===== src/logic/sftc_consts.vh =====
// Constants for the sensor frame timing controller
`ifndef SFTC_CONSTS_VH
`define SFTC_CONSTS_VH

// Register byte offsets on the APB bus
`define SFTC_OFF_HBLANK_B   12'h000
`define SFTC_OFF_HBLANK_A   12'h004
`define SFTC_OFF_VBLANK_B   12'h008
`define SFTC_OFF_VBLANK_A   12'h00C
`define SFTC_OFF_READOUT_B  12'h010
`define SFTC_OFF_READOUT_A  12'h014
`define SFTC_OFF_CTX_SEL    12'h018
`define SFTC_OFF_PERIOD     12'h01C
`define SFTC_OFF_COLS       12'h020
`define SFTC_OFF_ROWS       12'h024
`define SFTC_OFF_INTEG      12'h028
`define SFTC_OFF_GAIN       12'h02C
`define SFTC_OFF_FSE_BLANK  12'h030
`define SFTC_OFF_CTRL       12'h034
`define SFTC_OFF_PLL        12'h038
`define SFTC_OFF_STATUS     12'h03C
`define SFTC_OFF_ROWTIME    12'h040
`define SFTC_OFF_FRAMETIME  12'h044

// Field positions
`define SFTC_CTX_HB_BIT     0
`define SFTC_CTX_VB_BIT     1
`define SFTC_CTX_RO_BIT     3
`define SFTC_RO_ADC_BIT     10
`define SFTC_RO_BIN_BIT     15
`define SFTC_RO_RSKIP_EN    4
`define SFTC_CTRL_SHOWBAD   8
`define SFTC_CTRL_INHIBIT   15
`define SFTC_PLL_BYPASS     15
`define SFTC_PLL_PDOWN      14

// Reset values
`define SFTC_RST_HBLANK     16'h015C
`define SFTC_RST_VBLANK     16'h0020
`define SFTC_RST_FSE        16'h0006
`define SFTC_RST_PERIOD     16'h0001
`define SFTC_RST_COLS       16'h0640
`define SFTC_RST_ROWS       16'h04B0
`define SFTC_RST_INTEG      16'h0010
`define SFTC_RST_PLL        16'hC000

// Timing counts
`define SFTC_DARK_ROWS      16'h000A
`define SFTC_START_GAP      32'h0000_0100

`endif


===== src/logic/sftc_top.v =====
// Sensor frame timing and register update controller
// --------------------------------------------------------------------------
// --------------------------------------------------------------------------
//
// Added by the designer: the address map and the APB interface to the registers.
`timescale 1ns/1ps
`default_nettype none
`include "sftc_consts.vh"
module sftc_top (
   // Clock and reset
   input  wire        I_CLK,
   input  wire        I_NRST,
   // APB slave
   input  wire        I_PSEL,
   input  wire        I_PENABLE,
   input  wire        I_PWRITE,
   input  wire [11:0] I_PADDR,
   input  wire [31:0] I_PWDATA,
   output wire        O_PREADY,
   output wire        O_PSLVERR,
   output reg  [31:0] O_PRDATA,
   // Pixel source from the array
   input  wire [9:0]  I_PIXEL,
   // Stream to image flow logic
   output reg  [9:0]  O_PIXEL_DATA,
   output reg         O_LINE_VALID,
   output reg         O_FRAME_VALID,
   output reg         O_SAMPLE_CLOCK_OUT,
   output reg         O_FRAME_START,
   // Master clock source control
   output wire        O_PLL_BYPASS,
   output wire        O_PLL_POWER_DOWN,
   // Live analog settings
   output wire [15:0] O_INTEG_LIVE,
   output wire [15:0] O_GAIN_LIVE
);
   // -----------------------------------------------------------------------
   // Register file
   // -----------------------------------------------------------------------
   reg  [15:0] hb_b_q, hb_a_q, vb_b_q, vb_a_q, ro_b_q, ro_a_q;
   reg  [15:0] ctx_q, period_q, fse_q, ctrl_q, pll_q;
   reg  [15:0] gain_pend_q, gain_live_q, gain_hold_q;
   reg         gain_hold_v_q;
   reg         integ_dirty_q, other_dirty_q;
   wire        wr_en = I_PSEL & I_PENABLE & I_PWRITE;
   wire        w_cols  = wr_en && (I_PADDR == `SFTC_OFF_COLS);
   wire        w_rows  = wr_en && (I_PADDR == `SFTC_OFF_ROWS);
   wire        w_integ = wr_en && (I_PADDR == `SFTC_OFF_INTEG);
   wire        xfer;
   wire [15:0] cols_p, cols_l, rows_p, rows_l, integ_p, integ_l;
   wire        mapped;

   assign O_PREADY  = 1'b1;
   assign O_PSLVERR = I_PSEL & I_PENABLE & ~mapped;
   assign O_PLL_BYPASS     = pll_q[`SFTC_PLL_BYPASS];
   assign O_PLL_POWER_DOWN = pll_q[`SFTC_PLL_PDOWN];

   // Window sizes and integration are double buffered; the copy is one cycle wide
   sftc_dbuf #(.W(16), .RST(`SFTC_RST_COLS)) u_cols (
      .i_clk(I_CLK), .i_nrst(I_NRST), .i_wr(w_cols), .i_wdata(I_PWDATA[15:0]),
      .i_xfer(xfer), .o_pend(cols_p), .o_live(cols_l));
   sftc_dbuf #(.W(16), .RST(`SFTC_RST_ROWS)) u_rows (
      .i_clk(I_CLK), .i_nrst(I_NRST), .i_wr(w_rows), .i_wdata(I_PWDATA[15:0]),
      .i_xfer(xfer), .o_pend(rows_p), .o_live(rows_l));
   sftc_dbuf #(.W(16), .RST(`SFTC_RST_INTEG)) u_integ (
      .i_clk(I_CLK), .i_nrst(I_NRST), .i_wr(w_integ), .i_wdata(I_PWDATA[15:0]),
      .i_xfer(xfer), .o_pend(integ_p), .o_live(integ_l));

   assign O_INTEG_LIVE = integ_l;
   assign O_GAIN_LIVE  = gain_live_q;

   always @(posedge I_CLK) begin
      if (!I_NRST) begin
         hb_b_q   <= `SFTC_RST_HBLANK;
         hb_a_q   <= `SFTC_RST_HBLANK;
         vb_b_q   <= `SFTC_RST_VBLANK;
         vb_a_q   <= `SFTC_RST_VBLANK;
         ro_b_q   <= 16'h0000;
         ro_a_q   <= 16'h0000;
         ctx_q    <= 16'h0000;
         period_q <= `SFTC_RST_PERIOD;
         fse_q    <= `SFTC_RST_FSE;
         ctrl_q   <= 16'h0000;
         pll_q    <= `SFTC_RST_PLL;
      end else if (wr_en) begin
         if (I_PADDR == `SFTC_OFF_HBLANK_B) begin
            hb_b_q <= I_PWDATA[15:0];
         end else if (I_PADDR == `SFTC_OFF_HBLANK_A) begin
            hb_a_q <= I_PWDATA[15:0];
         end else if (I_PADDR == `SFTC_OFF_VBLANK_B) begin
            vb_b_q <= I_PWDATA[15:0];
         end else if (I_PADDR == `SFTC_OFF_VBLANK_A) begin
            vb_a_q <= I_PWDATA[15:0];
         end else if (I_PADDR == `SFTC_OFF_READOUT_B) begin
            ro_b_q <= I_PWDATA[15:0];
         end else if (I_PADDR == `SFTC_OFF_READOUT_A) begin
            ro_a_q <= I_PWDATA[15:0];
         end else if (I_PADDR == `SFTC_OFF_CTX_SEL) begin
            ctx_q <= I_PWDATA[15:0];
         end else if (I_PADDR == `SFTC_OFF_PERIOD) begin
            period_q <= I_PWDATA[15:0];
         end else if (I_PADDR == `SFTC_OFF_FSE_BLANK) begin
            fse_q <= I_PWDATA[15:0];
         end else if (I_PADDR == `SFTC_OFF_CTRL) begin
            ctrl_q <= I_PWDATA[15:0];
         end else if (I_PADDR == `SFTC_OFF_PLL) begin
            pll_q <= I_PWDATA[15:0];
         end
      end
   end

   // Gain waits an extra frame when integration changed with it
   always @(posedge I_CLK) begin
      if (!I_NRST) begin
         gain_pend_q   <= 16'h0000;
         gain_live_q   <= 16'h0000;
         gain_hold_q   <= 16'h0000;
         gain_hold_v_q <= 1'b0;
         integ_dirty_q <= 1'b0;
         other_dirty_q <= 1'b0;
      end else begin
         if (wr_en && (I_PADDR == `SFTC_OFF_GAIN)) begin
            gain_pend_q <= I_PWDATA[15:0];
         end
         if (xfer) begin
            if (integ_dirty_q) begin
               gain_hold_q   <= gain_pend_q;
               gain_hold_v_q <= 1'b1;
            end else begin
               gain_live_q   <= gain_pend_q;
               gain_hold_v_q <= 1'b0;
            end
            if (gain_hold_v_q) begin
               gain_live_q <= integ_dirty_q ? gain_hold_q : gain_pend_q;
            end
         end
         // A write in the transfer cycle stays marked, set wins over clear
         integ_dirty_q <= w_integ | (integ_dirty_q & ~xfer);
         other_dirty_q <= (w_cols | w_rows) | (other_dirty_q & ~xfer);
      end
   end

   // -----------------------------------------------------------------------
   // Timing derivation
   // -----------------------------------------------------------------------
   wire [15:0] hblank = ctx_q[`SFTC_CTX_HB_BIT] ? hb_a_q : hb_b_q;
   wire [15:0] vblank = ctx_q[`SFTC_CTX_VB_BIT] ? vb_a_q : vb_b_q;
   wire [15:0] ro     = ctx_q[`SFTC_CTX_RO_BIT] ? ro_a_q : ro_b_q;
   wire        adc1   = ro[`SFTC_RO_ADC_BIT];
   wire [3:0]  per    = adc1 ? {period_q[2:0], 1'b0} : {1'b0, period_q[2:0]};
   wire [2:0]  sk_log = (ro[`SFTC_RO_RSKIP_EN] ? {1'b0, ro[3:2]} + 3'd1 : 3'd0)
                        + {2'b00, ro[`SFTC_RO_BIN_BIT]};
   wire [15:0] act_px = cols_l >> sk_log;
   wire [15:0] nrows  = rows_l >> sk_log;
   wire [15:0] row_t  = act_px + hblank;
   wire        long_i = (integ_l >= nrows + vblank);
   wire [15:0] vb_rows = long_i ? integ_l - nrows : vblank;
   wire [31:0] fv_time = nrows * row_t - (hblank - {fse_q[14:0], 1'b0});
   wire [31:0] vb_time = vb_rows * row_t + (hblank - {fse_q[14:0], 1'b0});
   wire [31:0] fr_time = long_i ? integ_l * row_t : (nrows + vblank) * row_t;

   // -----------------------------------------------------------------------
   // Frame sequencer
   // -----------------------------------------------------------------------
   localparam [1:0] ST_DARK = 2'b00;
   localparam [1:0] ST_FSE  = 2'b01;
   localparam [1:0] ST_ROWS = 2'b10;
   localparam [1:0] ST_VB   = 2'b11;

   reg  [1:0]  st_q;
   reg  [15:0] px_q, row_q;
   reg  [31:0] vb_cnt_q;
   reg         bad_q;
   wire        tick;

   sftc_div u_div (.i_clk(I_CLK), .i_nrst(I_NRST), .i_period(per), .o_tick(tick));

   // Frame start opens the dark rows; inhibit holds all pending values back
   assign xfer = tick && (st_q == ST_VB) && (vb_cnt_q == 32'h0000_0000)
                 && !ctrl_q[`SFTC_CTRL_INHIBIT];
   wire frame_start = tick && (st_q == ST_VB) && (vb_cnt_q == 32'h0000_0000);
   wire show = !bad_q || ctrl_q[`SFTC_CTRL_SHOWBAD];

   always @(posedge I_CLK) begin
      if (!I_NRST) begin
         st_q          <= ST_VB;
         px_q          <= 16'h0000;
         row_q         <= 16'h0000;
         // Idle gap after reset lets software load a window before the first frame
         vb_cnt_q      <= `SFTC_START_GAP;
         bad_q         <= 1'b0;
         O_LINE_VALID  <= 1'b0;
         O_FRAME_VALID <= 1'b0;
         O_PIXEL_DATA  <= 10'h000;
         O_FRAME_START <= 1'b0;
         O_SAMPLE_CLOCK_OUT <= 1'b0;
      end else begin
         O_FRAME_START      <= frame_start;
         O_SAMPLE_CLOCK_OUT <= tick;
         if (tick) begin
            case (st_q)
               ST_DARK: begin
                  // Dark rows run for ten row times before valid
                  if (px_q + 16'h0001 >= row_t) begin
                     px_q <= 16'h0000;
                     if (row_q + 16'h0001 >= `SFTC_DARK_ROWS) begin
                        row_q <= 16'h0000;
                        st_q  <= ST_FSE;
                     end else begin
                        row_q <= row_q + 16'h0001;
                     end
                  end else begin
                     px_q <= px_q + 16'h0001;
                  end
               end
               ST_FSE: begin
                  O_FRAME_VALID <= show;
                  if (px_q + 16'h0001 >= fse_q) begin
                     px_q <= 16'h0000;
                     st_q <= ST_ROWS;
                  end else begin
                     px_q <= px_q + 16'h0001;
                  end
               end
               ST_ROWS: begin
                  // End slice follows the last active pixel; a short hblank defers it to VB
                  if ((row_q + 16'h0001 >= nrows) && (px_q == act_px + fse_q)) begin
                     O_FRAME_VALID <= 1'b0;
                  end
                  O_LINE_VALID <= show && (px_q < act_px);
                  O_PIXEL_DATA <= (show && px_q < act_px) ? I_PIXEL : 10'h000;
                  if (px_q + 16'h0001 >= row_t) begin
                     px_q <= 16'h0000;
                     if (row_q + 16'h0001 >= nrows) begin
                        row_q    <= 16'h0000;
                        st_q     <= ST_VB;
                        O_LINE_VALID  <= 1'b0;
                        vb_cnt_q <= vb_time[31:0] + {16'h0000, fse_q} - 32'h0000_0001;
                     end else begin
                        row_q <= row_q + 16'h0001;
                     end
                  end else begin
                     px_q <= px_q + 16'h0001;
                  end
               end
               default: begin
                  // Frame valid drops after the end blanking slice
                  if (vb_cnt_q < vb_time + {16'h0000, hblank}) begin
                     O_FRAME_VALID <= 1'b0;
                  end
                  if (vb_cnt_q != 32'h0000_0000) begin
                     vb_cnt_q <= vb_cnt_q - 32'h0000_0001;
                  end else begin
                     // A column or row count change marks the next frame bad unless inhibit is set
                     bad_q <= other_dirty_q & ~ctrl_q[`SFTC_CTRL_INHIBIT];
                     st_q  <= ST_DARK;
                  end
               end
            endcase
         end
      end
   end

   // -----------------------------------------------------------------------
   // Read decode
   // -----------------------------------------------------------------------
   assign mapped = (I_PADDR <= `SFTC_OFF_FRAMETIME) && (I_PADDR[1:0] == 2'b00);

   always @(posedge I_CLK) begin
      if (!I_NRST) begin
         O_PRDATA <= 32'h0000_0000;
      end else if (I_PSEL && !I_PENABLE && !I_PWRITE) begin
         if (I_PADDR == `SFTC_OFF_HBLANK_B) begin
            O_PRDATA <= {16'h0000, hb_b_q};
         end else if (I_PADDR == `SFTC_OFF_HBLANK_A) begin
            O_PRDATA <= {16'h0000, hb_a_q};
         end else if (I_PADDR == `SFTC_OFF_VBLANK_B) begin
            O_PRDATA <= {16'h0000, vb_b_q};
         end else if (I_PADDR == `SFTC_OFF_VBLANK_A) begin
            O_PRDATA <= {16'h0000, vb_a_q};
         end else if (I_PADDR == `SFTC_OFF_READOUT_B) begin
            O_PRDATA <= {16'h0000, ro_b_q};
         end else if (I_PADDR == `SFTC_OFF_READOUT_A) begin
            O_PRDATA <= {16'h0000, ro_a_q};
         end else if (I_PADDR == `SFTC_OFF_CTX_SEL) begin
            O_PRDATA <= {16'h0000, ctx_q};
         end else if (I_PADDR == `SFTC_OFF_PERIOD) begin
            O_PRDATA <= {16'h0000, period_q};
         end else if (I_PADDR == `SFTC_OFF_COLS) begin
            O_PRDATA <= {16'h0000, cols_p};
         end else if (I_PADDR == `SFTC_OFF_ROWS) begin
            O_PRDATA <= {16'h0000, rows_p};
         end else if (I_PADDR == `SFTC_OFF_INTEG) begin
            O_PRDATA <= {16'h0000, integ_p};
         end else if (I_PADDR == `SFTC_OFF_GAIN) begin
            O_PRDATA <= {16'h0000, gain_pend_q};
         end else if (I_PADDR == `SFTC_OFF_FSE_BLANK) begin
            O_PRDATA <= {16'h0000, fse_q};
         end else if (I_PADDR == `SFTC_OFF_CTRL) begin
            O_PRDATA <= {16'h0000, ctrl_q};
         end else if (I_PADDR == `SFTC_OFF_PLL) begin
            O_PRDATA <= {16'h0000, pll_q};
         end else if (I_PADDR == `SFTC_OFF_STATUS) begin
            O_PRDATA <= {26'h000_0000, bad_q, O_FRAME_VALID, O_LINE_VALID, adc1, st_q};
         end else if (I_PADDR == `SFTC_OFF_ROWTIME) begin
            O_PRDATA <= {16'h0000, row_t};
         end else if (I_PADDR == `SFTC_OFF_FRAMETIME) begin
            O_PRDATA <= fr_time;
         end else begin
            O_PRDATA <= 32'h0000_0000;
         end
      end
   end
endmodule
`default_nettype wire


===== src/logic/sftc_div.v =====
// Pixel-rate enable divider
`timescale 1ns/1ps
`default_nettype none
module sftc_div (
   // Clock and reset
   input  wire        i_clk,
   input  wire        i_nrst,
   // Period in master clocks
   input  wire [3:0]  i_period,
   // One-cycle pixel enable
   output wire        o_tick
);
   reg [3:0] cnt_q;

   assign o_tick = (cnt_q + 4'h1 >= i_period);

   always @(posedge i_clk) begin
      if (!i_nrst) begin
         cnt_q <= 4'h0;
      end else if (o_tick) begin
         cnt_q <= 4'h0;
      end else begin
         cnt_q <= cnt_q + 4'h1;
      end
   end
endmodule
`default_nettype wire


===== src/logic/sftc_dbuf.v =====
// Pending/live register pair
`timescale 1ns/1ps
`default_nettype none
module sftc_dbuf #(
   parameter             W   = 16,
   parameter [W-1:0]     RST = {W{1'b0}}
) (
   // Clock and reset
   input  wire           i_clk,
   input  wire           i_nrst,
   // Software write to pending copy
   input  wire           i_wr,
   input  wire [W-1:0]   i_wdata,
   // Frame start transfer
   input  wire           i_xfer,
   // Copies
   output reg  [W-1:0]   o_pend,
   output reg  [W-1:0]   o_live
);
   always @(posedge i_clk) begin
      if (!i_nrst) begin
         o_pend <= RST;
         o_live <= RST;
      end else begin
         if (i_wr) begin
            o_pend <= i_wdata;
         end
         if (i_xfer) begin
            o_live <= o_pend;
         end
      end
   end
endmodule
`default_nettype wire


===== config.mk =====
export PLATFORM = sky130hd
export DESIGN_NAME = sftc_top
export DESIGN_NICKNAME = d
export VERILOG_FILES = /design/src/logic/sftc_top.v /design/src/logic/sftc_div.v /design/src/logic/sftc_dbuf.v
export VERILOG_INCLUDE_DIRS = /design/src /design/src/logic
export SDC_FILE = /design/constraint.sdc
export NUM_CORES = 2
export LEC_CHECK = 0
export BUFFER_PORTS_ARGS = -buffer_cell sky130_fd_sc_hd__clkbuf_2
export CAP_MARGIN = 30
export CORE_MARGIN = 2
export CORE_UTILIZATION = 35
export CTS_CLUSTER_SIZE = 14
export DETAILED_ROUTE_END_ITERATION = 10
export GPL_TIMING_DRIVEN = 1
export PLACE_DENSITY = 0.49
export SYNTH_ARGS = -nofsm -noshare
export SYNTH_HDL_FRONTEND = slang
export SYNTH_SLANG_ARGS = --single-unit

===== constraint.sdc =====
create_clock -name I_CLK -period 16.9 [get_ports I_CLK]
set_clock_uncertainty 0.05 [all_clocks]
set_input_delay 0.845 -clock I_CLK [delete_from_list [all_inputs] [get_ports I_CLK]]
set_output_delay 0.845 -clock I_CLK [all_outputs]
set_load 0.05 [all_outputs]

== Word level (Yosys, flattened, before mapping) ==
Index checks and enable logic that the tools add are counted.

* Bits in registers: 440
* Logic and storage cells: 225

* Order comparisons: 9
* Mux-type cells: 54
* Shift-type cells: 2
* Bitwise logic cells: 27
* Equality and inequality tests: 29
* Reduce and logical (&&, ||, !) cells: 50
* $add $sub $neg: 16
* Multiply operators: 3

{| class="wikitable"
|+ Operators with widths
! operator !! number
|-
| two-way mux 32 bit || 22
|-
| two-way mux 16 bit || 13
|-
| == test 12 x 6 -> 1 bit (second input constant) || 8
|-
| adder 32 x 16 -> 32 bit || 2
|-
| greater-or-equal comparator 16 bit || 4
|-
| multiplier 16 x 16 -> 32 bit || 2
|-
| case mux 16 bit (2 select lines) || 2
|-
| case mux 32 bit (2 select lines) || 1
|-
| subtractor 32 x 1 -> 32 bit (second input constant) || 2
|-
| adder 16 bit || 3
|-
| == test 12 x 5 -> 1 bit (second input constant) || 4
|-
| adder 16 x 1 -> 16 bit (second input constant) || 2
|-
| adder 32 bit || 1
|-
| logical NOT 32 bit || 1
|-
| < comparator 32 bit || 1
|-
| multiplier 17 x 16 -> 32 bit || 1
|-
| nonzero test 32 bit || 1
|-
| >> shifter 16 x 3 -> 16 bit || 2
|-
| == test 12 x 4 -> 1 bit (second input constant) || 2
|-
| == test 12 x 7 -> 1 bit (second input constant) || 2
|-
| inverter 1 bit || 18
|-
| adder 16 x 16 -> 17 bit || 1
|-
| subtractor 16 x 16 -> 17 bit || 1
|-
| == test 16 bit || 1
|-
| other kinds (42) || 93
|}

== Depth between registers and ports, before layout ==
* Word-level depth: 26
* Depth in mapped cells: 75
* Depth with buffers taken out: 68

== By module ==
From an unflattened synthesis, not the netlist that was laid out.

* Cells, all modules: 7068
* Area, all modules: 56965.9 µm²

{| class="wikitable"
|+ Modules (own cells, without submodules)
! module !! cells an instance !! area an instance (µm²) !! instances
|-
| sftc_top || 6734 || 53004.6 || 1
|-
| sftc_dbuf at u_integ || 103 || 1229.9 || 1
|-
| sftc_dbuf at u_cols || 103 || 1219.9 || 1
|-
| sftc_dbuf at u_rows || 103 || 1214.9 || 1
|-
| sftc_div || 25 || 296.5 || 1
|}

== Least setup slack after synthesis ==
Ideal clock, no wire load.

* Kind: reg-to-reg
* Start point: register ctx_q[3]
* End point: register O_FRAME_VALID
* Arrival time: 15.002 ns
* Required time: 16.727 ns
* Setup slack: 1.725 ns
* Path buffers: 8
* Library setup time: 0.123 ns
* Cell stages (with the launch flop): 69
* Period minus slack after synthesis: 15.175 ns
* Path through: dfxtp_1 buf_6 mux2i_4 nor2_1 ha_1 buf_6 buf_6 clkbuf_1 clkbuf_1 mux2i_1 a211oi_1 o21bai_1 ha_1 ha_1 nor2_1 o311a_1 o211a_1 o41a_1 [33 not listed] or3_1 nor2_1 nand2_1 o2111ai_1 nor2_1 and3_1 xnor2_1 ha_1 a21o_1 a21oi_1 o21ai_0 nand3_1 a21oi_1 a211o_1 or4_1 nor4_1 a31oi_1 mux2i_1

* Cells in the longest elaborated chain, start to end: 14
* Elaborated cells between the ends (all ways): 24
* Those cells by class: 8 x add/sub; 1 x mul; 4 x order compare; 2 x eq/ne; 2 x shift; 4 x mux; 3 x reduce/logical

{| class="wikitable"
|+ RTL lines
! element !! line !! source
|-
| from (decl) || sftc_top.v:41 || <nowiki>reg [15:0] ctx_q, period_q, fse_q, ctrl_q, pll_q;</nowiki>
|-
| from (signal assigned) || sftc_top.v:99 || <nowiki>ctx_q <= I_PWDATA[15:0];</nowiki>
|-
| two-way mux 16 bit * || sftc_top.v:148 || <nowiki>wire [15:0] ro = ctx_q[`SFTC_CTX_RO_BIT] ? ro_a_q : ro_b_q;</nowiki>
|-
| adder 2 x 1 -> 3 bit || sftc_top.v:151 || <nowiki>wire [2:0] sk_log = (ro[`SFTC_RO_RSKIP_EN] ? {1'b0, ro[3:2]} + 3'd1 : 3'd0)</nowiki>
|-
| two-way mux 3 bit || sftc_top.v:151 ||
|-
| adder 3 x 1 -> 3 bit || sftc_top.v:151 ||
|-
| >> shifter 16 x 3 -> 16 bit || sftc_top.v:154 || <nowiki>wire [15:0] nrows = rows_l >> sk_log;</nowiki>
|-
| adder 16 bit || sftc_top.v:156 || <nowiki>wire long_i = (integ_l >= nrows + vblank);</nowiki>
|-
| greater-or-equal comparator 16 bit || sftc_top.v:156 ||
|-
| two-way mux 16 bit || sftc_top.v:157 || <nowiki>wire [15:0] vb_rows = long_i ? integ_l - nrows : vblank;</nowiki>
|-
| multiplier 16 x 16 -> 32 bit || sftc_top.v:159 || <nowiki>wire [31:0] vb_time = vb_rows * row_t + (hblank - {fse_q[14:0], 1'b0});</nowiki>
|-
| adder 32 bit || sftc_top.v:159 ||
|-
| adder 32 x 16 -> 32 bit || sftc_top.v:248 || <nowiki>if (vb_cnt_q < vb_time + {16'h0000, hblank}) begin</nowiki>
|-
| < comparator 32 bit || sftc_top.v:248 ||
|-
| nonzero test 3 bit (no source line) || -- ||
|-
| AND reduction 4 bit (no source line) * || -- ||
|-
| to (signal assigned) || sftc_top.v:217 || <nowiki>O_FRAME_VALID <= show;</nowiki>
|-
| to (decl) || sftc_top.v:27 || <nowiki>output reg O_FRAME_VALID,</nowiki>
|}

Every way passes the cells marked *; elsewhere a longest branch is shown, timed or not.
A chain may end at the register's enable or synchronous reset.

== Final worst setup path ==
Ends and elaborated chain as after synthesis.

==> run summary <==
placer congestion estimate - 0.932
Clock Power Share - 33.3%
Net Sw Frac - 39.8%
CTS Buf Count - 55
Worst-Margin Slew - 1.15 ns
CTS tree - yes
Synth top area share - 22.3%
EDFF count, synth - 0
Worst Setup Path Type - reg -> reg
Critical Path Max Stage Delay - 0.56 ns
HPWL after DPL - 162000 um
nets - 8446
FP Rows - 147
number of nets still failing antenna checks after routing - 0
Internal - 2.27 mW
register share of total power - 30.1%
Critical-path top delay cell - a221o_2
WP data required - 17.38 ns
Comb power frac - 36.6%
CP Max Fanout - 14
Slew headroom - 22.6%
layout cells sized above 1 - 7.15%
largest family of logic cells by synthesized area - adder cells
clock tree buffer depth - 3
top cells by area, synth - fa_1 (22%), dfxtp_1 (16%), ha_1 (13%)
post-route DRC violation count - 0
top flop regs - O_PRDATA (32), vb_cnt_q (32)
Synthesized Nets - 8466
Period Utilization, post-route - 94.9%
first-pass GRT wire length - 318000 um
Ports - 141
Via density - 5.40
Worst path most repeated cell - inv_1
initial antenna violation count - 3
FILL cells - 16900
Yosys warnings - 0
Distinct cells, synth - 105
Synth Cell Area - 0.0567 mm2
Yosys reg bits - 440
Critical Path Source Type - flip-flop
Total Power - 3.77 mW
Synth Area in XOR/XNOR - 3.92%
final setup vio count - 0
Remaining Overflow, GRT - 0
Peak VDD IR - 0.000117 V
worst skew pair latency - 0.71 ns
Initial Utilization - 35.2%
simple-gate share of the synthesized area - 18.5%
Cells after DPL - 9282
maximum capacitance violations - 0
Area growth syn-to-layout - 9.24%
fin cells - 9387
total track usage - 25.5%
P_leak - 28.4 nW
Tmin final - 16.04 ns
post-synthesis compound-gate area fraction - 15.1%
WL per Instance - 22.7 um
Final Util - 38.5%
Clock transition at path regs - 0.06 ns
vias post-DR - 50700
status - finished, final reports clean
Worst EP arrival - 16.52 ns
vias in the first global route - 49500
Hold Buf Count CTS - 0
FFs w/ async S/R, synth - 0%
Core Box Area - 0.161 mm2
worst hold path type - in -> reg
H-tree Lvls - 2
Mean Syn Cell Area - 7.87 um2
P per Cell Area - 60.9 mW/mm2
Pins Over Slew Limit - 0
Syn Inst Count - 7203
area leader, netlist - fa_1
die extent in y - 406 um
largest net degree at the start of global routing - 173
Fin. Hold Viols - 0
drt initial violations - 4299
predominant post-synthesis flop cell - dfxtp_1
Detailed Routing Iterations Pass 1 - 6
buffers added on ports - 123
critical path endpoint category - flip-flop
mux contribution to synthesized area - 2.69%
die area - 0.165 mm2
Die Wd - 406 um
sw power - 1.50 mW
Post-Route WL - 213000 um
sequential area share after synthesis - 15.5%
adder-cell share of the synthesized area - 35.1%
Peak Freq - 62.3 MHz
clk sinks - 440
Root Driver - clkbuf_16
cells in the mapped netlist (49+ instances only):
cell and number:
a211oi_1 49, a21o_1 110, a21oi_1 576, and2_1 126, and3_1 58, clkbuf_1 305
dfxtp_1 440, fa_1 631, ha_1 573, inv_1 1003, mux2_2 49, mux2i_1 82
nand2_1 1326, nand2b_1 59, nand3_1 86, nor2_1 475, nor3_1 79, o21ai_0 263
xnor2_1 163, xor2_1 87
worst max-delay path, delay by kind of cell (launching register included):
family / cells / cell delay [ns]
DFF: 1 / 0.43
AOI/OAI and AO/OA: 22 / 4.49
xor gates and xnor gates: 2 / 0.52
adders and majority gates: 13 / 5.21
and+or+nand+nor: 16 / 3.54
buffers and inverters: 9 / 0.79
muxes: 3 / 0.81
routing by layer:
| layer | GRT usage, % | up-vias | share of wire (%) |
|---|---|---|---|
| li1 | - | 23400 | - |
| met1 | 34.8 | 25200 | 44 |
| met2 | 41.0 | 1736 | 45 |
| met3 | 3.41 | 352 | 6.4 |
| met4 | 9.38 | 2 | 4.1 |
| met5 | 0 | - | 0.0033 |
timing repair:
action                                  CTS  global route
resized for setup                         0            15
endpoints found under the setup margin    0             4
setup buffers                             0             3
layout by cell type, fill, tap and decap left out, types with 76 or more instances in the layout:
cell type	synthesis	routed
fa_1	631	631
nor3_1	79	76
o21ai_0	263	258
and2_1	126	126
a21o_1	110	109
buf_4	3	145
xnor2_1	163	157
nand2_1	1326	1326
a21oi_1	576	573
ha_1	573	571
nor2_1	475	467
nand3_1	86	86
xor2_1	87	85
dfxtp_1	440	440
clkbuf_2	0	121
mux2i_1	82	81
inv_1	1003	1003
path summary, 6_finish.rpt:
kind         depth (start not counted)                      from  slack (ns)                      endpoint
min reg2reg                          2  period_q[8]$_SDFFE_PN0P_        0.39      period_q[8]$_SDFFE_PN0P_
max                                 65     ctx_q[3]$_SDFFE_PN0P_        0.86    O_FRAME_VALID$_SDFFE_PN0P_
min                                  3                I_PIXEL[7]        0.35  O_PIXEL_DATA[7]$_SDFFE_PN0P_
max reg2reg                         65     ctx_q[3]$_SDFFE_PN0P_        0.86    O_FRAME_VALID$_SDFFE_PN0P_
area by class of cell:
| type | count | area (um2) | share of cell area [%] |
|---|---|---|---|
| clock buffers | 79 | 1640 | 2.64 |
| inverters | 1015 | 3820 | 6.17 |
| repair buffers | 274 | 1790 | 2.89 |
| multi-input cells | 5397 | 42900 | 69.3 |
| diodes | 1 | 2.50 | 0.00404 |
| clock inverters | 21 | 248 | 0.400 |
| flip-flops and latches | 440 | 8810 | 14.2 |
| well taps | 2160 | 2700 | 4.37 |
logic make-up after synthesis:
family	count (synthesis)
AOI/OAI and AO/OA	1390
xor gates and xnor gates	252
adders and majority gates	1210
buffers and inverters	1366
DFF	440
muxes	138
other	1
and+or+nand+nor	2406
power groups by stage:
stage          Combinational [mW]  Clock, mW  Sequential (mW)
3_5_place_dp                 1.35          0             1.16
5_1_grt                      1.55       1.32             1.14
4_1_cts                      1.37       1.28             1.13
6_report                     1.38       1.26             1.14
2_1_floorplan               0.904          0             1.17
3_3_place_gp                 1.34          0             1.16
per-stage QoR:
stage / hold slack, ns / cell area (um2) / TNS, ns / setup WS (ns)
6_report: 0.351 / 61900 / 0 / 0.859
5_1_grt: 0.354 / 61900 / -0.00216 / -0.00216
4_1_cts: 0.313 / 61800 / 0 / 0.435
3_5_place_dp: 0.390 / 59900 / 0 / 0.574
3_3_place_gp: 0.386 / 59900 / 0 / 0.697
2_1_floorplan: 0.377 / 56700 / 0 / 1.73
Power figures use the tool's default switching activity.
